===== src/tglm_map.vh =====
// Register map, reset values and timing constants of the tone generator bank
`ifndef TGLM_MAP_VH
`define TGLM_MAP_VH

// Register indexes; the byte address is four times the index
`define TGLM_IDX_TONE_A      9'h191
`define TGLM_IDX_TONE_B      9'h196
`define TGLM_IDX_LOW_LEV     9'h1a0
`define TGLM_IDX_HIGH_LEV    9'h1a1
`define TGLM_IDX_LINK_MODE   9'h1f0
`define TGLM_IDX_CONFIG      9'h1e0
// Word index is taken from these address bits
`define TGLM_ADR_HI          10
`define TGLM_ADR_LO          2

// Configuration mode field
`define TGLM_MODE_W          7
`define TGLM_MODE_STANDBY    7'h00
`define TGLM_MODE_TX_TONES   7'h01

// Connection mode codes
`define TGLM_LM_V22BIS_2400  7'h08
`define TGLM_LM_V22_1200     7'h09
`define TGLM_LM_B212A_1200   7'h0b
`define TGLM_LM_V21_300      7'h10
`define TGLM_LM_B103_300     7'h11
`define TGLM_LM_V23_TX1200   7'h13
`define TGLM_LM_V23_TX75     7'h14
`define TGLM_LM_V29_9600     7'h20
`define TGLM_LM_V29_7200     7'h21
`define TGLM_LM_NONE         7'h00

// Level defaults, 32767 * 10^(dBm/20)
`define TGLM_HIGH_LEV_RST    16'h4027
`define TGLM_LOW_LEV_RST     16'h2d6a
`define TGLM_COEFF_RST       16'h0000

// Timing
`define TGLM_CLK_HZ          125000000
`define TGLM_SAMPLE_HZ       9600
`define TGLM_APPLY_TIME_NS   100000
`define TGLM_CLK_PERIOD_NS   8

// Phase: one full cycle is 2*pi*4096 units, index scale maps it to 64 points
`define TGLM_FULL_CYCLE      18'd25736
`define TGLM_PH_TO_IDX       8'd162
`define TGLM_IDX_SHIFT       16
`define TGLM_LEV_SHIFT       15

`endif


===== src/tglm_tone_bank.v =====
// Tone generator and link mode parameter bank with classic Wishbone slave
//
// How it works
// - Store negotiated link mode after handshake completes
// - Codes 08, 09, 0B for 2400/1200 links
// - Codes 10, 11 for 300 bps links
// - Codes 13, 14 for V.23 directions
// - Codes 20, 21 for V.29 quick connect
// - Reset loads -6 and -9 dBm levels
// - New levels reach the output within 0.1 ms
// - Transmit-tones mode runs two generators together
// - Both generator outputs are summed together
// - Generator A low band, B high band
`timescale 1ns/10ps
`default_nettype none
`include "tglm_map.vh"

module tglm_tone_bank #(
  // Clocks per 9600 Hz sample, shortened in simulation
  parameter integer SAMPLE_DIV = `TGLM_CLK_HZ / `TGLM_SAMPLE_HZ
) (
  input  wire        clk_i,              // 125 MHz clock
  input  wire        rst_i,              // Synchronous reset, active high
  input  wire        wb_cyc_i,           // Wishbone cycle
  input  wire        wb_stb_i,           // Wishbone strobe
  input  wire        wb_we_i,            // Wishbone write enable
  input  wire [31:0] wb_adr_i,           // Wishbone byte address
  input  wire [3:0]  wb_sel_i,           // Wishbone byte selects
  input  wire [31:0] wb_dat_i,           // Wishbone write data
  output wire [31:0] wb_dat_o,           // Wishbone read data
  output wire        wb_ack_o,           // Wishbone acknowledge
  input  wire        handshake_done_i,   // Pulse, handshake finished
  input  wire [6:0]  negotiated_mode_i,  // Code valid with the pulse
  output wire [15:0] tone_sample_o,      // Mixed signed tone output
  output wire        sample_strobe_o     // Pulse each 9600 Hz sample
);

  // Cycles allowed for a level change to reach the output
  localparam integer APPLY_CYC = `TGLM_APPLY_TIME_NS / `TGLM_CLK_PERIOD_NS;

  // Bus registers
  reg        ack_reg;                    // Acknowledge flop
  reg [31:0] dat_reg;                    // Read data flop
  reg [15:0] coeff_a_reg;                // Generator A frequency coefficient
  reg [15:0] coeff_b_reg;                // Generator B frequency coefficient
  reg [15:0] low_lev_reg;                // Low band level
  reg [15:0] high_lev_reg;               // High band level
  reg [6:0]  link_mode_reg;              // Established link mode
  reg [6:0]  config_mode_reg;            // Configuration mode field
  // Generator state
  reg [13:0] div_reg;                    // Sample divider
  reg        strobe_reg;                 // Sample strobe output flop
  reg [17:0] phase_a_reg;                // Phase accumulator A
  reg [17:0] phase_b_reg;                // Phase accumulator B
  reg [15:0] sample_reg;                 // Output sample flop

  // Decode helpers
  wire [8:0] idx     = wb_adr_i[`TGLM_ADR_HI:`TGLM_ADR_LO];  // Word index
  wire       req     = wb_cyc_i & wb_stb_i & ~ack_reg;       // New access
  wire       wr      = req & wb_we_i;                        // Write access
  wire       tx_tone = (config_mode_reg == `TGLM_MODE_TX_TONES);
  wire       tick    = (div_reg == SAMPLE_DIV[13:0] - 14'h0001);

  // Merge byte lanes 0 and 1 into a 16-bit register
  function [15:0] lane_merge;
    input [15:0] old;
    input [3:0]  sel;
    input [31:0] din;
    begin
      lane_merge[7:0]  = sel[0] ? din[7:0]  : old[7:0];
      lane_merge[15:8] = sel[1] ? din[15:8] : old[15:8];
    end
  endfunction

  // True for a connection code the link may report
  function mode_legal;
    input [6:0] m;
    begin
      case (m)
        `TGLM_LM_V22BIS_2400,
        `TGLM_LM_V22_1200,
        `TGLM_LM_B212A_1200:  mode_legal = 1'b1;
        `TGLM_LM_V21_300,
        `TGLM_LM_B103_300:    mode_legal = 1'b1;
        `TGLM_LM_V23_TX1200,
        `TGLM_LM_V23_TX75:    mode_legal = 1'b1;
        `TGLM_LM_V29_9600,
        `TGLM_LM_V29_7200:    mode_legal = 1'b1;
        default:              mode_legal = 1'b0;
      endcase
    end
  endfunction

  // Phase step with wrap; up to three subtractions cover any coefficient
  function [17:0] phase_step;
    input [17:0] ph;
    input [15:0] coeff;
    reg   [17:0] s;
    begin
      s = ph + {2'b00, coeff};
      if (s >= `TGLM_FULL_CYCLE) begin
        s = s - `TGLM_FULL_CYCLE;
      end
      if (s >= `TGLM_FULL_CYCLE) begin
        s = s - `TGLM_FULL_CYCLE;
      end
      if (s >= `TGLM_FULL_CYCLE) begin
        s = s - `TGLM_FULL_CYCLE;
      end
      phase_step = s;
    end
  endfunction

  // Quarter wave sine table, 16 steps per quarter, Q15
  function [15:0] quarter_sin;
    input [4:0] k;
    begin
      case (k)
        5'h00:   quarter_sin = 16'h0000;
        5'h01:   quarter_sin = 16'h0c8c;
        5'h02:   quarter_sin = 16'h18f9;
        5'h03:   quarter_sin = 16'h2528;
        5'h04:   quarter_sin = 16'h30fb;
        5'h05:   quarter_sin = 16'h3c56;
        5'h06:   quarter_sin = 16'h471c;
        5'h07:   quarter_sin = 16'h5133;
        5'h08:   quarter_sin = 16'h5a82;
        5'h09:   quarter_sin = 16'h62f1;
        5'h0a:   quarter_sin = 16'h6a6d;
        5'h0b:   quarter_sin = 16'h70e2;
        5'h0c:   quarter_sin = 16'h7641;
        5'h0d:   quarter_sin = 16'h7a7c;
        5'h0e:   quarter_sin = 16'h7d89;
        5'h0f:   quarter_sin = 16'h7f61;
        5'h10:   quarter_sin = 16'h7fff;
        default: quarter_sin = 16'h0000;
      endcase
    end
  endfunction

  // Signed sine of a phase, 64 points per cycle
  function signed [15:0] phase_sin;
    input [17:0] ph;
    reg   [25:0] prod;
    reg   [5:0]  id;
    reg   [15:0] mag;
    begin
      prod = ph * `TGLM_PH_TO_IDX;
      id   = prod[`TGLM_IDX_SHIFT+5:`TGLM_IDX_SHIFT];
      // Odd quarters read the table backwards
      if (id[4]) begin
        mag = quarter_sin(5'h10 - {1'b0, id[3:0]});
      end else begin
        mag = quarter_sin({1'b0, id[3:0]});
      end
      // Second half of the cycle is negative
      if (id[5]) begin
        phase_sin = -$signed(mag);
      end else begin
        phase_sin = $signed(mag);
      end
    end
  endfunction

  // Scaled tone of one generator, Q15 * level
  function signed [32:0] scale_tone;
    input [17:0] ph;
    input [15:0] lev;
    begin
      scale_tone = phase_sin(ph) * $signed({1'b0, lev});
    end
  endfunction

  // Mixer, combinational; the level enters without any sample delay
  reg signed [33:0] mix_sum;             // Sum of both scaled tones
  reg signed [18:0] mix_q15;             // Sum back in Q15 range
  reg        [15:0] mix_sat;             // Saturated sample
  reg signed [32:0] tone_a_sc;           // Generator A scaled by its level
  reg signed [32:0] tone_b_sc;           // Generator B scaled by its level
  always @* begin
    // A uses low band, B high band
    tone_a_sc = scale_tone(phase_a_reg, low_lev_reg);
    tone_b_sc = scale_tone(phase_b_reg, high_lev_reg);
    // Add both outputs; both signed, so the sum sign-extends
    mix_sum = tone_a_sc + tone_b_sc;
    mix_q15 = mix_sum[`TGLM_LEV_SHIFT+18:`TGLM_LEV_SHIFT];
    // Two full-scale tones can overflow, so clip rather than wrap
    if (mix_q15 > 19'sd32767) begin
      mix_sat = 16'h7fff;
    end else if (mix_q15 < -19'sd32768) begin
      mix_sat = 16'h8000;
    end else begin
      mix_sat = mix_q15[15:0];
    end
  end

  // Wishbone slave: one wait state, ack drops the cycle after
  always @(posedge clk_i) begin
    if (rst_i) begin
      ack_reg <= 1'b0;
      dat_reg <= 32'h0000_0000;
    end else begin
      ack_reg <= req;
      if (req && !wb_we_i) begin
        case (idx)
          `TGLM_IDX_TONE_A:    dat_reg <= {16'h0000, coeff_a_reg};
          `TGLM_IDX_TONE_B:    dat_reg <= {16'h0000, coeff_b_reg};
          `TGLM_IDX_LOW_LEV:   dat_reg <= {16'h0000, low_lev_reg};
          `TGLM_IDX_HIGH_LEV:  dat_reg <= {16'h0000, high_lev_reg};
          `TGLM_IDX_LINK_MODE: dat_reg <= {25'h0000000, link_mode_reg};
          `TGLM_IDX_CONFIG:    dat_reg <= {25'h0000000, config_mode_reg};
          // Unmapped reads answer zero
          default:             dat_reg <= 32'h0000_0000;
        endcase
      end
    end
  end

  // Writable parameter registers; unmapped writes are dropped
  always @(posedge clk_i) begin
    if (rst_i) begin
      coeff_a_reg     <= `TGLM_COEFF_RST;
      coeff_b_reg     <= `TGLM_COEFF_RST;
      low_lev_reg     <= `TGLM_LOW_LEV_RST;
      high_lev_reg    <= `TGLM_HIGH_LEV_RST;
      config_mode_reg <= `TGLM_MODE_STANDBY;
    end else if (wr) begin
      case (idx)
        `TGLM_IDX_TONE_A:   coeff_a_reg  <= lane_merge(coeff_a_reg, wb_sel_i, wb_dat_i);
        `TGLM_IDX_TONE_B:   coeff_b_reg  <= lane_merge(coeff_b_reg, wb_sel_i, wb_dat_i);
        `TGLM_IDX_LOW_LEV:  low_lev_reg  <= lane_merge(low_lev_reg, wb_sel_i, wb_dat_i);
        `TGLM_IDX_HIGH_LEV: high_lev_reg <= lane_merge(high_lev_reg, wb_sel_i, wb_dat_i);
        `TGLM_IDX_CONFIG: begin
          if (wb_sel_i[0]) begin
            config_mode_reg <= wb_dat_i[`TGLM_MODE_W-1:0];
          end
        end
        // Read-only link mode and holes ignore writes
        default: ;
      endcase
    end
  end

  // Link mode report, written only by the handshake logic
  always @(posedge clk_i) begin
    if (rst_i) begin
      link_mode_reg <= `TGLM_LM_NONE;
    end else if (handshake_done_i && mode_legal(negotiated_mode_i)) begin
      link_mode_reg <= negotiated_mode_i;
    end
  end

  // Sample divider, 9600 Hz enable pulse
  always @(posedge clk_i) begin
    if (rst_i) begin
      div_reg    <= 14'h0000;
      strobe_reg <= 1'b0;
    end else begin
      strobe_reg <= tick;
      if (tick) begin
        div_reg <= 14'h0000;
      end else begin
        div_reg <= div_reg + 14'h0001;
      end
    end
  end

  // Phase accumulators, held at zero outside transmit-tones mode
  always @(posedge clk_i) begin
    if (rst_i || !tx_tone) begin
      phase_a_reg <= 18'h00000;
      phase_b_reg <= 18'h00000;
    end else if (tick) begin
      phase_a_reg <= phase_step(phase_a_reg, coeff_a_reg);
      phase_b_reg <= phase_step(phase_b_reg, coeff_b_reg);
    end
  end

  // Output sample flop, refreshed every clock
  always @(posedge clk_i) begin
    if (rst_i) begin
      sample_reg <= 16'h0000;
    end else if (tx_tone) begin
      sample_reg <= mix_sat;
    end else begin
      sample_reg <= 16'h0000;
    end
  end

  assign wb_ack_o        = ack_reg;
  assign wb_dat_o        = dat_reg;
  assign tone_sample_o   = sample_reg;
  assign sample_strobe_o = strobe_reg;

endmodule // tglm_tone_bank
`default_nettype wire


===== config.mk =====
export PLATFORM = sky130hd
export DESIGN_NAME = tglm_tone_bank
export DESIGN_NICKNAME = d
export VERILOG_FILES = /design/src/tglm_tone_bank.v
export VERILOG_INCLUDE_DIRS = /design/src
export SDC_FILE = /design/constraint.sdc
export NUM_CORES = 2
export LEC_CHECK = 0
export BUFFER_PORTS_ARGS = -buffer_cell sky130_fd_sc_hd__buf_2
export CAP_MARGIN = 20
export CORE_MARGIN = 2
export CORE_UTILIZATION = 37
export CTS_CLUSTER_DIAMETER = 40
export CTS_CLUSTER_SIZE = 12
export DETAILED_ROUTE_END_ITERATION = 16
export GPL_ROUTABILITY_DRIVEN = 0
export GPL_TIMING_DRIVEN = 0
export PLACE_DENSITY_LB_ADDON = 0.15
export SYNTH_ARGS = -nofsm -noshare
export SYNTH_HDL_FRONTEND = slang
export SYNTH_SLANG_ARGS = --single-unit

===== constraint.sdc =====
create_clock -name clk_i -period 12 [get_ports clk_i]
set_input_delay 2.4 -clock clk_i [delete_from_list [all_inputs] [get_ports clk_i]]
set_output_delay 2.4 -clock clk_i [all_outputs]
set_load 0.02 [all_outputs]

==> impl_metrics.ini <==
[layout]
nFillCells = 9555
layout_commonest_cell = inv_1
drive_gt1_share_pct = 15.5
final_cell_mix = inv_1, fa_1, ha_1
syn_to_final_growth_pct = 16.4
fin_nets = 5382

[timing]
relSlewSlack_pct = 33.5
fmax_mhz = 78.5
period_needed_ps = 12750
setup_ws_ps = -746
finalSetupViolations = 16
rsz0062_at_grt = true
hold_viol_final = 0
tightest_slew_ps = 984
slew_violations = 0
post-route-period-util_pct = 106
skew_ps = 16.2
tns_ps = -11400

[floorplanning]
io_pins = 131
dieArea_mm2 = 0.0980
die_x_um = 313
floorplan.initialDensity_pct = 37.3
core_mm2 = 0.0949
row_count = 113
die_h_um = 313

[global_routing]
grt_max_degree = 18
grt_pass1_vias = 29600
grt_pass1_wl_um = 171000
use_met1_pct = 31.2
track_usage_pct = 22.4
grt-busiest-layer = met2
globalRouteMet3Util_pct = 2.43
antenna_found_initial = 5
overflow = 0
use_met2_pct = 37.5

[place]
port_buffers = 72
dpl.hpwl_um = 91000

[power_and_ir_drop]
p_leak_nw = 20.0
peakVddDrop_v = 0.000103
p_per_area_mw_per_mm2 = 27.9
power.total_mw = 1.15

[status]
outcome = complete, but fails checks
violations = setup timing

[worst_setup_path]
reg2reg_depth = 59
crit_fanout = 8
cp.buffers_inverters = 12
arrival_ps = 13160
cp_top_family = adder cells
cpMaxStageDelayCell = fa_1
path_common_cell = fa_1
cp-start-kind = flop
endpoint = tone_sample_o[9]
cp-end-kind = flop
startpoint = phase_a_reg[8]
reg2reg_from = phase_a_reg[8]
rrSetupSlack_ps = -750
setup.worst_path.class = flop to flop
critical_path_required_ps = 12420
path_depth = 59
max_stage_delay_ps = 560
r2r-end = tone_sample_o[9]

[synthesis]
synth_cell_types = 133
ys_warn_count = 0
syn_area_mm2 = 0.0353
avgSynthCellArea_um2 = 8.44
synth_ff_type = dfxtp_1
async_flop_share_pct = 0
synth_cells = 4189
synth_edf_count = 0
synth-seq-cells = 162
seq_area_frac_synth_pct = 9.18

[clock_network]
cts_buffers = 17
clock_sinks = 162
clock_latency_ps = 490
clock_path_buffers = 2
clkSlewWorstSetupHoldPaths_ps = 70
holdBufCountCts = 0
cts_tree = done
cts-root-buf = clkbuf_16
cts_max_level = 4

[routing]
via_per_inst = 5.22
wl_per_cell_um = 19.2
dr_total_vias = 29800
first_pass_iters = 9
route.detailed.drc = 0
ant_nets = 0
wirelength_um = 110000
drt-initial-drc-count = 2099

[run]
maxCapViolCount = 0

[worst_hold_path]
hold_class = flop to flop
[per-stage QoR]
stage	cell area, µm²	util (%)	std cells	hold slack [ps]	setup WS (ps)
4_1_cts	40200	42.4	5646	453	-993
3_5_place_dp	38100	40.2	5546	444	-3690
5_1_grt	41100	43.4	5705	486	-1230
3_3_place_gp	38100	40.1	5541	434	-3760
6_report	41100	43.4	5708	449	-746
2_1_floorplan	36100	-	4204	418	-97.9
[metal layers]
layer  routed length [µm]  share of wire (%)  vias to the layer above
met5                   30              0.027                        -
met4                 2130                1.9                        4
met3                 4770                4.3                      108
met2                51400                 47                      777
met1                51500                 47                    14600
li1                     -                  -                    14300
[worst register-to-register path, delay by kind of cell (launching register included)]
family	cells	cell delay, ps
adders and majority gates	17	6360
AOI/OAI and AO/OA	18	3210
xor gates and xnor gates	3	480
and+or+nand+nor	9	1010
DFF	1	380
buffers and inverters	12	1190
[cell type report]
cell class | count | area, µm² | area share [%]
plain buffers | 190 | 1200 | 2.92
clock buffers | 18 | 429 | 1.04
well taps | 1265 | 1580 | 3.85
inverters | 648 | 2460 | 5.97
repair buffers | 214 | 1500 | 3.64
multi-input cells | 3194 | 30500 | 74.2
flip-flops and latches | 162 | 3300 | 8.02
diodes | 3 | 7.51 | 0.0182
clock inverters | 14 | 165 | 0.401
[worst min path at each step]
stage | from | slack [ps] | endpoint | cells past startpoint
3_3_place_gp | div_reg[0] | 430 | div_reg[0] | 1
3_5_place_dp | div_reg[0] | 440 | div_reg[0] | 1
5_1_grt | div_reg[0] | 490 | div_reg[0] | 1
4_1_cts | div_reg[0] | 450 | div_reg[0] | 1
2_1_floorplan | div_reg[0] | 420 | div_reg[0] | 1
6_report | div_reg[0] | 450 | div_reg[0] | 1
[synthesized netlist by cell type, types with 15 or more instances]
library cell,number,area (µm²)
a211o_1,21,184
a211oi_1,39,293
a21o_1,38,285
a21oi_1,173,866
a22oi_1,35,263
a31oi_1,33,206
and2_1,208,1300
and3_1,31,194
buf_2,17,85.1
buf_4,17,128
clkbuf_1,146,548
dfxtp_1,162,3240
fa_1,469,9390
ha_1,405,5070
inv_1,642,2410
mux2i_1,81,811
nand2_1,356,1340
nand2b_1,40,250
nand3_1,59,295
nand4_1,26,163
nor2_1,304,1140
nor2b_1,127,795
nor3_1,45,225
nor4_1,21,131
o21a_1,23,173
o21ai_0,116,581
o21ai_1,23,115
o22ai_1,23,144
o31ai_1,17,128
or2_2,15,93.8
or3_1,15,93.8
xnor2_1,108,946
xor2_1,61,534
[what timing repair did]
action / in CTS / in global routing
gates resized for setup: 176 / 168
hold endpoints to repair: 0 / 0
setup buffers: 72 / 64
pin swaps: 57 / 70
gates cloned: 1 / 0
setup endpoints to repair: 16 / 16
[report_power, final]
part / internal, mW / switching, mW
clock: 0.296 / 0.273
sequential: 0.536 / 0.000956
combinational: 0.0130 / 0.0288
[logic make-up after synthesis]
kind of cell | count (synthesis) | synth area share, %
adder cells (fa/ha/maj) | 874 | 40.9
AND/OR/NAND/NOR | 1319 | 18.9
flip-flops | 162 | 9.18
multiplexers | 90 | 2.66
AO/OA/AOI/OAI | 717 | 14.3
XOR/XNOR | 178 | 4.71
buffers and inverters | 848 | 9.42
other | 1 | 0.0106
No activity file was read; power rests on OpenSTA's default activity.
